$ cat config.mk
export PLATFORM = sky130hd
export DESIGN_NAME = vpef_event_flags
export DESIGN_NICKNAME = d
export VERILOG_FILES = /design/src/common/vpef_pkg.sv /design/src/logic/vpef_flag_reg.sv /design/src/logic/vpef_event_flags.sv
export SDC_FILE = /design/constraint.sdc
export NUM_CORES = 1
export LEC_CHECK = 0
export ABC_CLOCK_PERIOD_IN_PS = 2200
export BUFFER_PORTS_ARGS = -buffer_cell sky130_fd_sc_hd__buf_2
export CAP_MARGIN = 0
export CORE_ASPECT_RATIO = 1.4
export CORE_UTILIZATION = 48
export CTS_BUF_LIST = sky130_fd_sc_hd__clkbuf_4 sky130_fd_sc_hd__clkbuf_8 sky130_fd_sc_hd__clkbuf_16
export CTS_CLUSTER_SIZE = 25
export DETAILED_ROUTE_END_ITERATION = 8
export PLACE_DENSITY = 0.8
export SLEW_MARGIN = 20
export SYNTH_ARGS = -nofsm -noshare
export SYNTH_HDL_FRONTEND = slang
export SYNTH_SLANG_ARGS = --single-unit
export TNS_END_PERCENT = 50
$ cat constraint.sdc
create_clock -name clk_sys -period 2.2 [get_ports clk_sys]
set_input_delay 0.33 -clock clk_sys [delete_from_list [all_inputs] [get_ports clk_sys]]
set_output_delay 0.33 -clock clk_sys [all_outputs]
set_load 0.02 [all_outputs]
$ cat src/common/vpef_pkg.sv
// Constants and types for the receive path event flag registers
// How it works
// - Path event byte at index 118A: trace, REI, UNEQ, PLM, C2, C2 unstable, RDI.
// - Pointer event byte at index 118B: B3, new, unknown, dec, inc, NDF, LOP, AIS.
// - Flags show events since last read; a read returns them, then clears, keeping new events.
// - Path bit 7 sets when a new path trace message is accepted.
// - Path bit 6 sets on every remote error indication event.
// - Path bit 5 sets when unequipped is declared and when cleared.
// - Path bit 4 sets when label mismatch is declared and when cleared.
// - Path bit 3 sets when a new signal label byte is accepted.
// - Path bit 2 sets when label unstable is declared or cleared.
// - Path bit 1 sets when remote defect unstable is declared or cleared.
// - Path bit 0 sets on a new accepted remote defect value, readable at 1193 bits 6:4.
// - Status at 1187 mirrors unequipped bit 5, label unstable bit 6, RDI unstable bit 2.
// - Pointer bit 7 sets on every B3 parity error.
// - Pointer bit 6 sets on a new pointer, never for adjustments carrying NDF.
// - Pointer bit 5 sets for a pointer of no recognised kind, increment being one.
// - Decrement, NDF, all-ones and new pointers also suppress the unknown flag.
// - Pointer bits 4, 3 and 2 set on decrement, increment and NDF pointers.
// - Pointer bit 1 sets on LOP change, bit 0 on AU alarm change.
// - Interrupt output rises for a flag only when its enable bit is set.
`default_nettype none
package vpef_pkg;

    // ==========================================================
    // Address map
    localparam int ADDR_W = 16;
    localparam int IDX_W = 14;
    localparam int DATA_W = 32;
    localparam int FLAG_W = 8;
    typedef logic [IDX_W-1:0] vpef_idx_t;
    typedef logic [FLAG_W-1:0] vpef_byte_t;

    // Register indices; byte address is four times the index
    localparam vpef_idx_t IDX_PATH_STATUS = 14'h1187;
    localparam vpef_idx_t IDX_PATH_EVT = 14'h118A;
    localparam vpef_idx_t IDX_PTR_EVT = 14'h118B;
    localparam vpef_idx_t IDX_PATH_EN = 14'h118E;
    localparam vpef_idx_t IDX_PTR_EN = 14'h118F;
    localparam vpef_idx_t IDX_RDI_VALUE = 14'h1193;

    // ==========================================================
    // Path event byte fields
    localparam int PE_TRACE = 7;
    localparam int PE_REI = 6;
    localparam int PE_UNEQ = 5;
    localparam int PE_PLM = 4;
    localparam int PE_LABEL = 3;
    localparam int PE_LABEL_UNST = 2;
    localparam int PE_RDI_UNST = 1;
    localparam int PE_RDI_NEW = 0;

    // Pointer event byte fields
    localparam int PT_B3 = 7;
    localparam int PT_NEW = 6;
    localparam int PT_UNKNOWN = 5;
    localparam int PT_DEC = 4;
    localparam int PT_INC = 3;
    localparam int PT_NDF = 2;
    localparam int PT_LOP = 1;
    localparam int PT_AIS = 0;

    // Live status byte fields
    localparam int ST_LABEL_UNST = 6;
    localparam int ST_UNEQ = 5;
    localparam int ST_RDI_UNST = 2;
    localparam int ST_LOP = 1;
    localparam int ST_AIS = 0;

    // Accepted remote defect value field
    localparam int RDI_LSB = 4;
    localparam int RDI_W = 3;

    // ==========================================================
    // Reset values and bus answers
    localparam vpef_byte_t FLAG_RESET = 8'h00;
    localparam vpef_byte_t EN_RESET = 8'h00;
    localparam logic [1:0] RESP_OKAY = 2'h0;
    localparam logic [1:0] RESP_SLVERR = 2'h2;

endpackage : vpef_pkg
`default_nettype wire

$ cat src/logic/vpef_flag_reg.sv
// Clear-on-read sticky flag byte
`timescale 1ns/1ps
`default_nettype none
module vpef_flag_reg
    import vpef_pkg::*;
#(
    parameter int WIDTH = FLAG_W
) (
    // Clock and reset
    input wire logic clk_sys,
    input wire logic rst,
    // Event pulses and read strobe
    input wire logic [WIDTH-1:0] setPulse,
    input wire logic clearRead,
    // Sticky flags
    output logic [WIDTH-1:0] flags_reg
);

    // ==========================================================
    // One sticky bit per event
    for (genvar i = 0; i < WIDTH; i++) begin : g_bit
        always_ff @(posedge clk_sys) begin
            if (rst) begin
                flags_reg[i] <= FLAG_RESET[i];
            // pulse sets, only a read clears
            end else if (setPulse[i]) begin
                flags_reg[i] <= 1'b1;
            end else if (clearRead) begin
                flags_reg[i] <= 1'b0;
            end
        end
    end

    // ==========================================================
    // Checks
    property p_set_wins;
        @(posedge clk_sys) disable iff (rst)
        (|setPulse) |=> ((flags_reg & $past(setPulse)) == $past(setPulse));
    endproperty
    a_set_wins: assert property (p_set_wins) else $error("event lost in read cycle");

    property p_sticky;
        @(posedge clk_sys) disable iff (rst)
        !clearRead |=> ((flags_reg & $past(flags_reg)) == $past(flags_reg));
    endproperty
    a_sticky: assert property (p_sticky) else $error("flag dropped without read");

endmodule : vpef_flag_reg
`default_nettype wire

$ cat src/logic/vpef_event_flags.sv
// Receive path event flag registers with AXI4-Lite access
`timescale 1ns/1ps
`default_nettype none
module vpef_event_flags
    import vpef_pkg::*;
(
    // Clock and reset
    input wire logic clk_sys,
    input wire logic rst,
    // AXI4-Lite write address
    input wire logic [ADDR_W-1:0] s_axi_awaddr,
    input wire logic s_axi_awvalid,
    output logic s_axi_awready,
    // AXI4-Lite write data
    input wire logic [DATA_W-1:0] s_axi_wdata,
    input wire logic [3:0] s_axi_wstrb,
    input wire logic s_axi_wvalid,
    output logic s_axi_wready,
    // AXI4-Lite write response
    output logic [1:0] s_axi_bresp,
    output logic s_axi_bvalid,
    input wire logic s_axi_bready,
    // AXI4-Lite read address
    input wire logic [ADDR_W-1:0] s_axi_araddr,
    input wire logic s_axi_arvalid,
    output logic s_axi_arready,
    // AXI4-Lite read data
    output logic [DATA_W-1:0] s_axi_rdata,
    output logic [1:0] s_axi_rresp,
    output logic s_axi_rvalid,
    input wire logic s_axi_rready,
    // Path event pulses from the overhead detectors
    input wire logic traceAcceptPulse,
    input wire logic reiEventPulse,
    input wire logic uneqChangePulse,
    input wire logic plmChangePulse,
    input wire logic newLabelPulse,
    input wire logic labelUnstableChangePulse,
    input wire logic rdiUnstableChangePulse,
    input wire logic newRdiValuePulse,
    // Pointer and error event pulses
    input wire logic b3ErrorPulse,
    input wire logic newPointerPulse,
    input wire logic unknownPointerPulse,
    input wire logic ptrDecrementPulse,
    input wire logic ptrIncrementPulse,
    input wire logic ndfPointerPulse,
    input wire logic aisPointerPulse,
    input wire logic lopChangePulse,
    input wire logic aisChangePulse,
    // Live defect states
    input wire logic uneqDefect,
    input wire logic labelUnstableDefect,
    input wire logic rdiUnstableDefect,
    input wire logic lopDefect,
    input wire logic aisDefect,
    input wire logic [RDI_W-1:0] acceptedRemoteDefectValue,
    // Interrupt
    output logic irq_reg
);

    // ==========================================================
    // Declarations
    vpef_byte_t pathSet;
    vpef_byte_t ptrSet;
    vpef_byte_t pathFlags;
    vpef_byte_t ptrFlags;
    vpef_byte_t pathEn_reg;
    vpef_byte_t ptrEn_reg;
    vpef_byte_t statusLive;
    logic recognisedPointer;
    logic arFire;
    logic rFire;
    logic bFire;
    logic doWrite;
    vpef_idx_t rdIdx;
    vpef_idx_t wrIdx;
    logic clearPathEvt;
    logic clearPtrEvt;
    logic awHeld_reg;
    logic wHeld_reg;
    logic [ADDR_W-1:0] awAddr_reg;
    logic [DATA_W-1:0] wData_reg;
    logic [3:0] wStrb_reg;
    logic [DATA_W-1:0] rdataNext;
    logic [1:0] rrespNext;
    logic irqNext;

    // ==========================================================
    // Event gathering
    // any one of these is a known pointer kind
    // decrement, NDF, all-ones and new also count as known
    assign recognisedPointer = ptrIncrementPulse | ptrDecrementPulse | ndfPointerPulse
        | aisPointerPulse | newPointerPulse;

    // Path event byte, one pulse per bit
    always_comb begin
        pathSet = FLAG_RESET;
        pathSet[PE_TRACE] = traceAcceptPulse;
        pathSet[PE_REI] = reiEventPulse;
        pathSet[PE_UNEQ] = uneqChangePulse;
        pathSet[PE_PLM] = plmChangePulse;
        pathSet[PE_LABEL] = newLabelPulse;
        pathSet[PE_LABEL_UNST] = labelUnstableChangePulse;
        pathSet[PE_RDI_UNST] = rdiUnstableChangePulse;
        pathSet[PE_RDI_NEW] = newRdiValuePulse;
    end

    // Pointer event byte; detector quirks filtered here so a flag never lies
    always_comb begin
        ptrSet = FLAG_RESET;
        ptrSet[PT_B3] = b3ErrorPulse;
        // NDF adjustments are not new pointers
        ptrSet[PT_NEW] = newPointerPulse & ~ndfPointerPulse;
        // only pointers of no known kind
        ptrSet[PT_UNKNOWN] = unknownPointerPulse & ~recognisedPointer;
        ptrSet[PT_DEC] = ptrDecrementPulse;
        ptrSet[PT_INC] = ptrIncrementPulse;
        ptrSet[PT_NDF] = ndfPointerPulse;
        // LOP and AU alarm either edge
        ptrSet[PT_LOP] = lopChangePulse;
        ptrSet[PT_AIS] = aisChangePulse;
    end

    // ==========================================================
    // Flag storage
    // path event byte
    vpef_flag_reg #(
        .WIDTH(FLAG_W)
    ) u_path_flags (
        .clk_sys(clk_sys),
        .rst(rst),
        .setPulse(pathSet),
        .clearRead(clearPathEvt),
        .flags_reg(pathFlags)
    );

    vpef_flag_reg #(
        .WIDTH(FLAG_W)
    ) u_ptr_flags (
        .clk_sys(clk_sys),
        .rst(rst),
        .setPulse(ptrSet),
        .clearRead(clearPtrEvt),
        .flags_reg(ptrFlags)
    );

    // ==========================================================
    // Live status byte
    // live defect mirror
    always_comb begin
        statusLive = FLAG_RESET;
        statusLive[ST_LABEL_UNST] = labelUnstableDefect;
        statusLive[ST_UNEQ] = uneqDefect;
        statusLive[ST_RDI_UNST] = rdiUnstableDefect;
        statusLive[ST_LOP] = lopDefect;
        statusLive[ST_AIS] = aisDefect;
    end

    // ==========================================================
    // Read channel
    assign arFire = s_axi_arvalid & s_axi_arready;
    assign rFire = s_axi_rvalid & s_axi_rready;
    assign rdIdx = s_axi_araddr[ADDR_W-1:2];

    // the read that samples a byte also clears it
    assign clearPathEvt = arFire && (rdIdx == IDX_PATH_EVT);
    assign clearPtrEvt = arFire && (rdIdx == IDX_PTR_EVT);

    // Read mux; unmapped words answer zero with a slave error
    always_comb begin
        rdataNext = '0;
        rrespNext = RESP_OKAY;
        unique case (rdIdx)
            IDX_PATH_STATUS: rdataNext[FLAG_W-1:0] = statusLive;
            IDX_PATH_EVT: rdataNext[FLAG_W-1:0] = pathFlags;
            IDX_PTR_EVT: rdataNext[FLAG_W-1:0] = ptrFlags;
            IDX_PATH_EN: rdataNext[FLAG_W-1:0] = pathEn_reg;
            IDX_PTR_EN: rdataNext[FLAG_W-1:0] = ptrEn_reg;
            IDX_RDI_VALUE: rdataNext[RDI_LSB +: RDI_W] = acceptedRemoteDefectValue;
            default: rrespNext = RESP_SLVERR;
        endcase
    end

    // One read at a time; address accepted only while no data is pending
    always_ff @(posedge clk_sys) begin
        if (rst) begin
            s_axi_arready <= 1'b1;
            s_axi_rvalid <= 1'b0;
            s_axi_rdata <= '0;
            s_axi_rresp <= RESP_OKAY;
        end else if (arFire) begin
            s_axi_arready <= 1'b0;
            s_axi_rvalid <= 1'b1;
            s_axi_rdata <= rdataNext;
            s_axi_rresp <= rrespNext;
        end else if (rFire) begin
            s_axi_arready <= 1'b1;
            s_axi_rvalid <= 1'b0;
        end
    end

    // ==========================================================
    // Write channel
    assign bFire = s_axi_bvalid & s_axi_bready;
    assign doWrite = awHeld_reg & wHeld_reg & ~s_axi_bvalid;
    assign wrIdx = awAddr_reg[ADDR_W-1:2];

    // Address and data are captured independently, in either order
    always_ff @(posedge clk_sys) begin
        if (rst) begin
            s_axi_awready <= 1'b1;
            awHeld_reg <= 1'b0;
            awAddr_reg <= '0;
        end else if (s_axi_awvalid && s_axi_awready) begin
            s_axi_awready <= 1'b0;
            awHeld_reg <= 1'b1;
            awAddr_reg <= s_axi_awaddr;
        end else if (doWrite) begin
            awHeld_reg <= 1'b0;
        end else if (bFire) begin
            s_axi_awready <= 1'b1;
        end
    end

    // Data side of the write
    always_ff @(posedge clk_sys) begin
        if (rst) begin
            s_axi_wready <= 1'b1;
            wHeld_reg <= 1'b0;
            wData_reg <= '0;
            wStrb_reg <= '0;
        end else if (s_axi_wvalid && s_axi_wready) begin
            s_axi_wready <= 1'b0;
            wHeld_reg <= 1'b1;
            wData_reg <= s_axi_wdata;
            wStrb_reg <= s_axi_wstrb;
        end else if (doWrite) begin
            wHeld_reg <= 1'b0;
        end else if (bFire) begin
            s_axi_wready <= 1'b1;
        end
    end

    // Response; writes to flag and status bytes are ignored but answered OKAY
    always_ff @(posedge clk_sys) begin
        if (rst) begin
            s_axi_bvalid <= 1'b0;
            s_axi_bresp <= RESP_OKAY;
        end else if (doWrite) begin
            s_axi_bvalid <= 1'b1;
            unique case (wrIdx)
                IDX_PATH_STATUS, IDX_PATH_EVT, IDX_PTR_EVT, IDX_PATH_EN, IDX_PTR_EN, IDX_RDI_VALUE:
                    s_axi_bresp <= RESP_OKAY;
                default: s_axi_bresp <= RESP_SLVERR;
            endcase
        end else if (bFire) begin
            s_axi_bvalid <= 1'b0;
        end
    end

    // Enable bytes; only the low lane carries them
    always_ff @(posedge clk_sys) begin
        if (rst) begin
            pathEn_reg <= EN_RESET;
            ptrEn_reg <= EN_RESET;
        end else if (doWrite && wStrb_reg[0]) begin
            if (wrIdx == IDX_PATH_EN) begin
                pathEn_reg <= wData_reg[FLAG_W-1:0];
            end
            if (wrIdx == IDX_PTR_EN) begin
                ptrEn_reg <= wData_reg[FLAG_W-1:0];
            end
        end
    end

    // ==========================================================
    // Interrupt
    // only enabled flags reach the pin
    assign irqNext = |(pathFlags & pathEn_reg) | |(ptrFlags & ptrEn_reg);

    // Registered so the pin never glitches on decode
    always_ff @(posedge clk_sys) begin
        if (rst) begin
            irq_reg <= 1'b0;
        end else begin
            irq_reg <= irqNext;
        end
    end

    // ==========================================================
    // Checks
    property p_read_clears;
        @(posedge clk_sys) disable iff (rst)
        (clearPathEvt && pathSet == FLAG_RESET) |=> (pathFlags == FLAG_RESET);
    endproperty
    a_read_clears: assert property (p_read_clears) else $error("path byte not cleared by read");

    property p_read_snapshot;
        @(posedge clk_sys) disable iff (rst)
        clearPtrEvt |=> (s_axi_rvalid && s_axi_rdata[FLAG_W-1:0] == $past(ptrFlags));
    endproperty
    a_read_snapshot: assert property (p_read_snapshot) else $error("pointer read data wrong");

    property p_irq_gate;
        @(posedge clk_sys) disable iff (rst)
        ((pathFlags & pathEn_reg) == FLAG_RESET && (ptrFlags & ptrEn_reg) == FLAG_RESET) |=> !irq_reg;
    endproperty
    a_irq_gate: assert property (p_irq_gate) else $error("interrupt without enabled flag");

    property p_status_mirror;
        @(posedge clk_sys) disable iff (rst)
        (arFire && rdIdx == IDX_PATH_STATUS) |=> (s_axi_rdata[ST_UNEQ] == $past(uneqDefect)
            && s_axi_rdata[ST_LABEL_UNST] == $past(labelUnstableDefect));
    endproperty
    a_status_mirror: assert property (p_status_mirror) else $error("status byte not live");

    property p_ndf_not_new;
        @(posedge clk_sys) disable iff (rst)
        (newPointerPulse && ndfPointerPulse && !ptrFlags[PT_NEW]) |=> !ptrFlags[PT_NEW];
    endproperty
    a_ndf_not_new: assert property (p_ndf_not_new) else $error("NDF set new pointer flag");

    property p_unknown_excluded;
        @(posedge clk_sys) disable iff (rst)
        (unknownPointerPulse && recognisedPointer && !ptrFlags[PT_UNKNOWN]) |=> !ptrFlags[PT_UNKNOWN];
    endproperty
    a_unknown_excluded: assert property (p_unknown_excluded) else $error("known pointer flagged unknown");

    property p_b3_sets;
        @(posedge clk_sys) disable iff (rst)
        b3ErrorPulse |=> ptrFlags[PT_B3] ##1 (ptrFlags[PT_B3] || $past(clearPtrEvt));
    endproperty
    a_b3_sets: assert property (p_b3_sets) else $error("B3 flag not held");

    property p_write_answer;
        @(posedge clk_sys) disable iff (rst)
        doWrite |=> (s_axi_bvalid && !s_axi_awready && !s_axi_wready);
    endproperty
    a_write_answer: assert property (p_write_answer) else $error("write answer missing");

    property p_rdata_hold;
        @(posedge clk_sys) disable iff (rst)
        (s_axi_rvalid && !s_axi_rready) |=> (s_axi_rvalid && $stable(s_axi_rdata));
    endproperty
    a_rdata_hold: assert property (p_rdata_hold) else $error("read data changed before taken");

endmodule : vpef_event_flags
`default_nettype wire

==> results_dict.tcl <==
set metrics [dict create \
    grt_overflow_total 0 \
    syn-instance-count 411 \
    nets 587 \
    die_area_um2 7550 \
    reg2reg_setup_slack_ns 0.09 \
    setup_tns_ns 0 \
    rsz0062_at_grt "false" \
    status "finished, final reports clean" \
    synth.most_common_cell "dfxtp_1" \
    synth_xor_area_share_pct 0 \
    synthToLayoutAreaGrowth_pct 17.9 \
    hold_buffers 0 \
    gr-usage-all-layers_pct 22.7 \
    slowest_stage "or4_1" \
    whs_endpoint "u_ptr_flags.flags_reg[1]" \
    finalSetupViolCount 0 \
    min_path_cells 2 \
    synth_cell_types 51 \
    final_cell_area_um2 4070 \
    crit_fanout 16 \
    fp.dieW_um 73.7 \
    hold_path.class "in -> reg" \
    maxCapViolCount 0 \
    vias 3200 \
    netlist_top_cells_count "dfxtp_1, a21oi_1, nand2_1" \
    maxSlewHeadroom_pct 65.9 \
    synth_top_area_cell "dfxtp_1" \
    min_period_ns 2.11 \
    drt_wl_total_um 8070 \
    grt_max_degree 24 \
    r2r-start "awAddr_reg[7]" \
    synth_top_family_by_area "compound AO/OA/AOI/OAI gates" \
    synth-adder-area-share_pct 0 \
    drc_errors 0 \
    clk_pin_slew_ns 0.08 \
    clock_skew_ns 0.0111 \
    ff2ff_path_depth 4 \
    core_um2 6980 \
    r2r_end "pathEn_reg[3]" \
    start_util_pct 49.5 \
    syn_avg_cell_area_um2 8.41 \
    num_rows 36 \
    hold_violations 0 \
    cp_slowest_stage_delay_ns 0.76 \
    ctsLongestPathBuffers 2 \
    post-cts-setup-buffers 0 \
    hp-start "lopChangePulse" \
    largest_reg_flops 14 \
    pin_count 142 \
    start_kind "register" \
    antenna_found_initial 0 \
    ctsRootBufferMaster "clkbuf_8" \
    fin_crit_sh_pct 96.0 \
    via_per_inst 5.45 \
    synth_area_um2 3460 \
    yosys_warnings 0 \
    clock_sinks 73 \
    grt_pass1_vias 2908 \
    placed_area_um2 3850 \
    ctsResizeCount 0 \
    drive_above_1_share_pct 25.0 \
    first_pass_iters 7 \
    place_congestion 0.900 \
    worst_ep_arrival_time_ns 2.35 \
    grt_pass1_wl_um 13000 \
    crit_required_ns 2.44 \
    ys.flop_type "dfxtp_1" \
    n_antenna_cell 0 \
    async_reset_ff_share_pct 0 \
    wire_per_inst_um 13.7 \
    die_y_um 102 \
    synthTopCellsByArea "dfxtp_1, a21oi_1, nand2_1, buf_4, o21ai_0" \
    drtAntennaViolNets 0 \
    clkLatencyLatePin_ns 0.35 \
    report.final.slew_viol_count 0 \
    cts-htree-levels 3 \
    yosysSeqAreaShare_pct 42.3 \
    cts_tree "done" \
    fillers 649 \
    p_leak_nw 1.71 \
    yosysTopAreaCellShare_pct 42.3 \
    synthMuxAreaShare_pct 3.48 \
    cts_buffers 9 \
    io_buffers 84 \
    synth_simple_gate_area_share_pct 21.9 \
    worstPathCellList "or4_4, or4_1, o21ai_0, a21oi_1" \
    synth-compound-area-share_pct 22.3 \
    synth_edf_count 0 \
    vdd_drop_max_mv 0.475 \
    worstSetupEndpointType "register" \
    dr.first_iter.drc_count 194 \
    fmax_mhz 474 \
    tightest_slew_ns 0.510 \
    ys_seq_elements 73 \
    powerDensity_nw_per_um2 723 \
    path_class "reg -> reg" \
    dp_hpwl_um 6000 \
]
[placed cells by master, fill, tap and decap left out, types with 2 or more instances in the layout]
cell	Yosys	routed
nor4_1	3	3
buf_2	2	84
buf_4	26	9
o21ai_0	26	26
nand4_1	8	8
nand2_1	58	58
o21ai_1	3	3
nand3_1	4	4
clkbuf_8	0	10
nand3b_1	8	8
and3_1	6	6
a22o_1	14	14
a31oi_1	5	5
a22oi_1	2	2
a221oi_1	5	5
nor2_1	5	5
mux2_2	6	6
mux2i_1	3	3
nor3_1	8	8
clkinv_2	0	2
inv_1	10	10
nor2b_1	3	3
a21oi_1	64	64
conb_1	1	26
or4_4	2	2
nand4b_1	9	9
dfxtp_1	73	73
bufinv_16	0	2
and2_1	5	5
nand2b_1	5	5
or3b_2	2	2
[worst max-delay path by stage]
| stage | from | end | slack, ns | cells past startpoint |
|---|---|---|---|---|
| detailed placement | s_axi_araddr[11] | s_axi_rdata[0] | 0.08 | 5 |
| global placement | s_axi_araddr[11] | s_axi_rdata[0] | 0.1 | 5 |
| CTS | awAddr_reg[7] | pathEn_reg[5] | 0.09 | 4 |
| global route | awAddr_reg[7] | pathEn_reg[1] | 0.003 | 4 |
| floorplan | s_axi_araddr[11] | s_axi_rdata[0] | 0.21 | 5 |
| finish | awAddr_reg[7] | pathEn_reg[3] | 0.09 | 4 |
[routing by layer]
metal / GRT usage, % / part of all wire [%]
met3: 6.11 / 5.8
met1: 25.3 / 41
met5: 0 / 0
met2: 38.5 / 49
met4: 13.3 / 4.5
[report_power, final]
group          internal (mW)  total (mW)  leakage, nW  switching [mW]
clock network          0.680        1.17        0.117           0.491
registers               1.38        1.44        0.599          0.0550
logic                  0.135       0.338        0.997           0.203
[cell families (layout without fill, tap and decap cells)]
| logic type | Yosys count | after routing |
|---|---|---|
| simple gates | 135 | 135 |
| mux | 10 | 10 |
| buf+inv | 63 | 119 |
| flops | 73 | 73 |
| other cells | 1 | 26 |
| compound gates | 129 | 129 |
[final cells by class]
type                            count  area (µm²)  share of cell area (%)
Clock buffer                       11         145                    3.56
Clock inverter                      5        78.8                    1.93
Inverter                           10        37.5                   0.921
Multi-Input combinational cell    300        1740                    42.8
Sequential cell                    73        1460                    35.9
Tap cell                           95         119                    2.92
Timing Repair Buffer               93         488                    12.0
[critical path: cells and delay by family, from the launching register on]
| family | cells | cell delay (ns) |
|---|---|---|
| compound gates | 2 | 0.36 |
| flops | 1 | 0.32 |
| simple gates | 2 | 1.32 |
[metrics by stage]
step	cells	power, mW	hold slack (ns)	worst slack, ns	utilization [%]
detailed placement	571	1.80	0.447	0.0773	55.1
floorplan	436	1.71	0.431	0.207	-
finish	587	2.95	0.192	0.0887	58.4
global placement	571	1.79	0.440	0.0978	55.1
global route	587	3.06	0.190	0.00306	58.4
CTS	587	2.96	0.186	0.0935	58.4
Power figures use the tool's default switching activity.
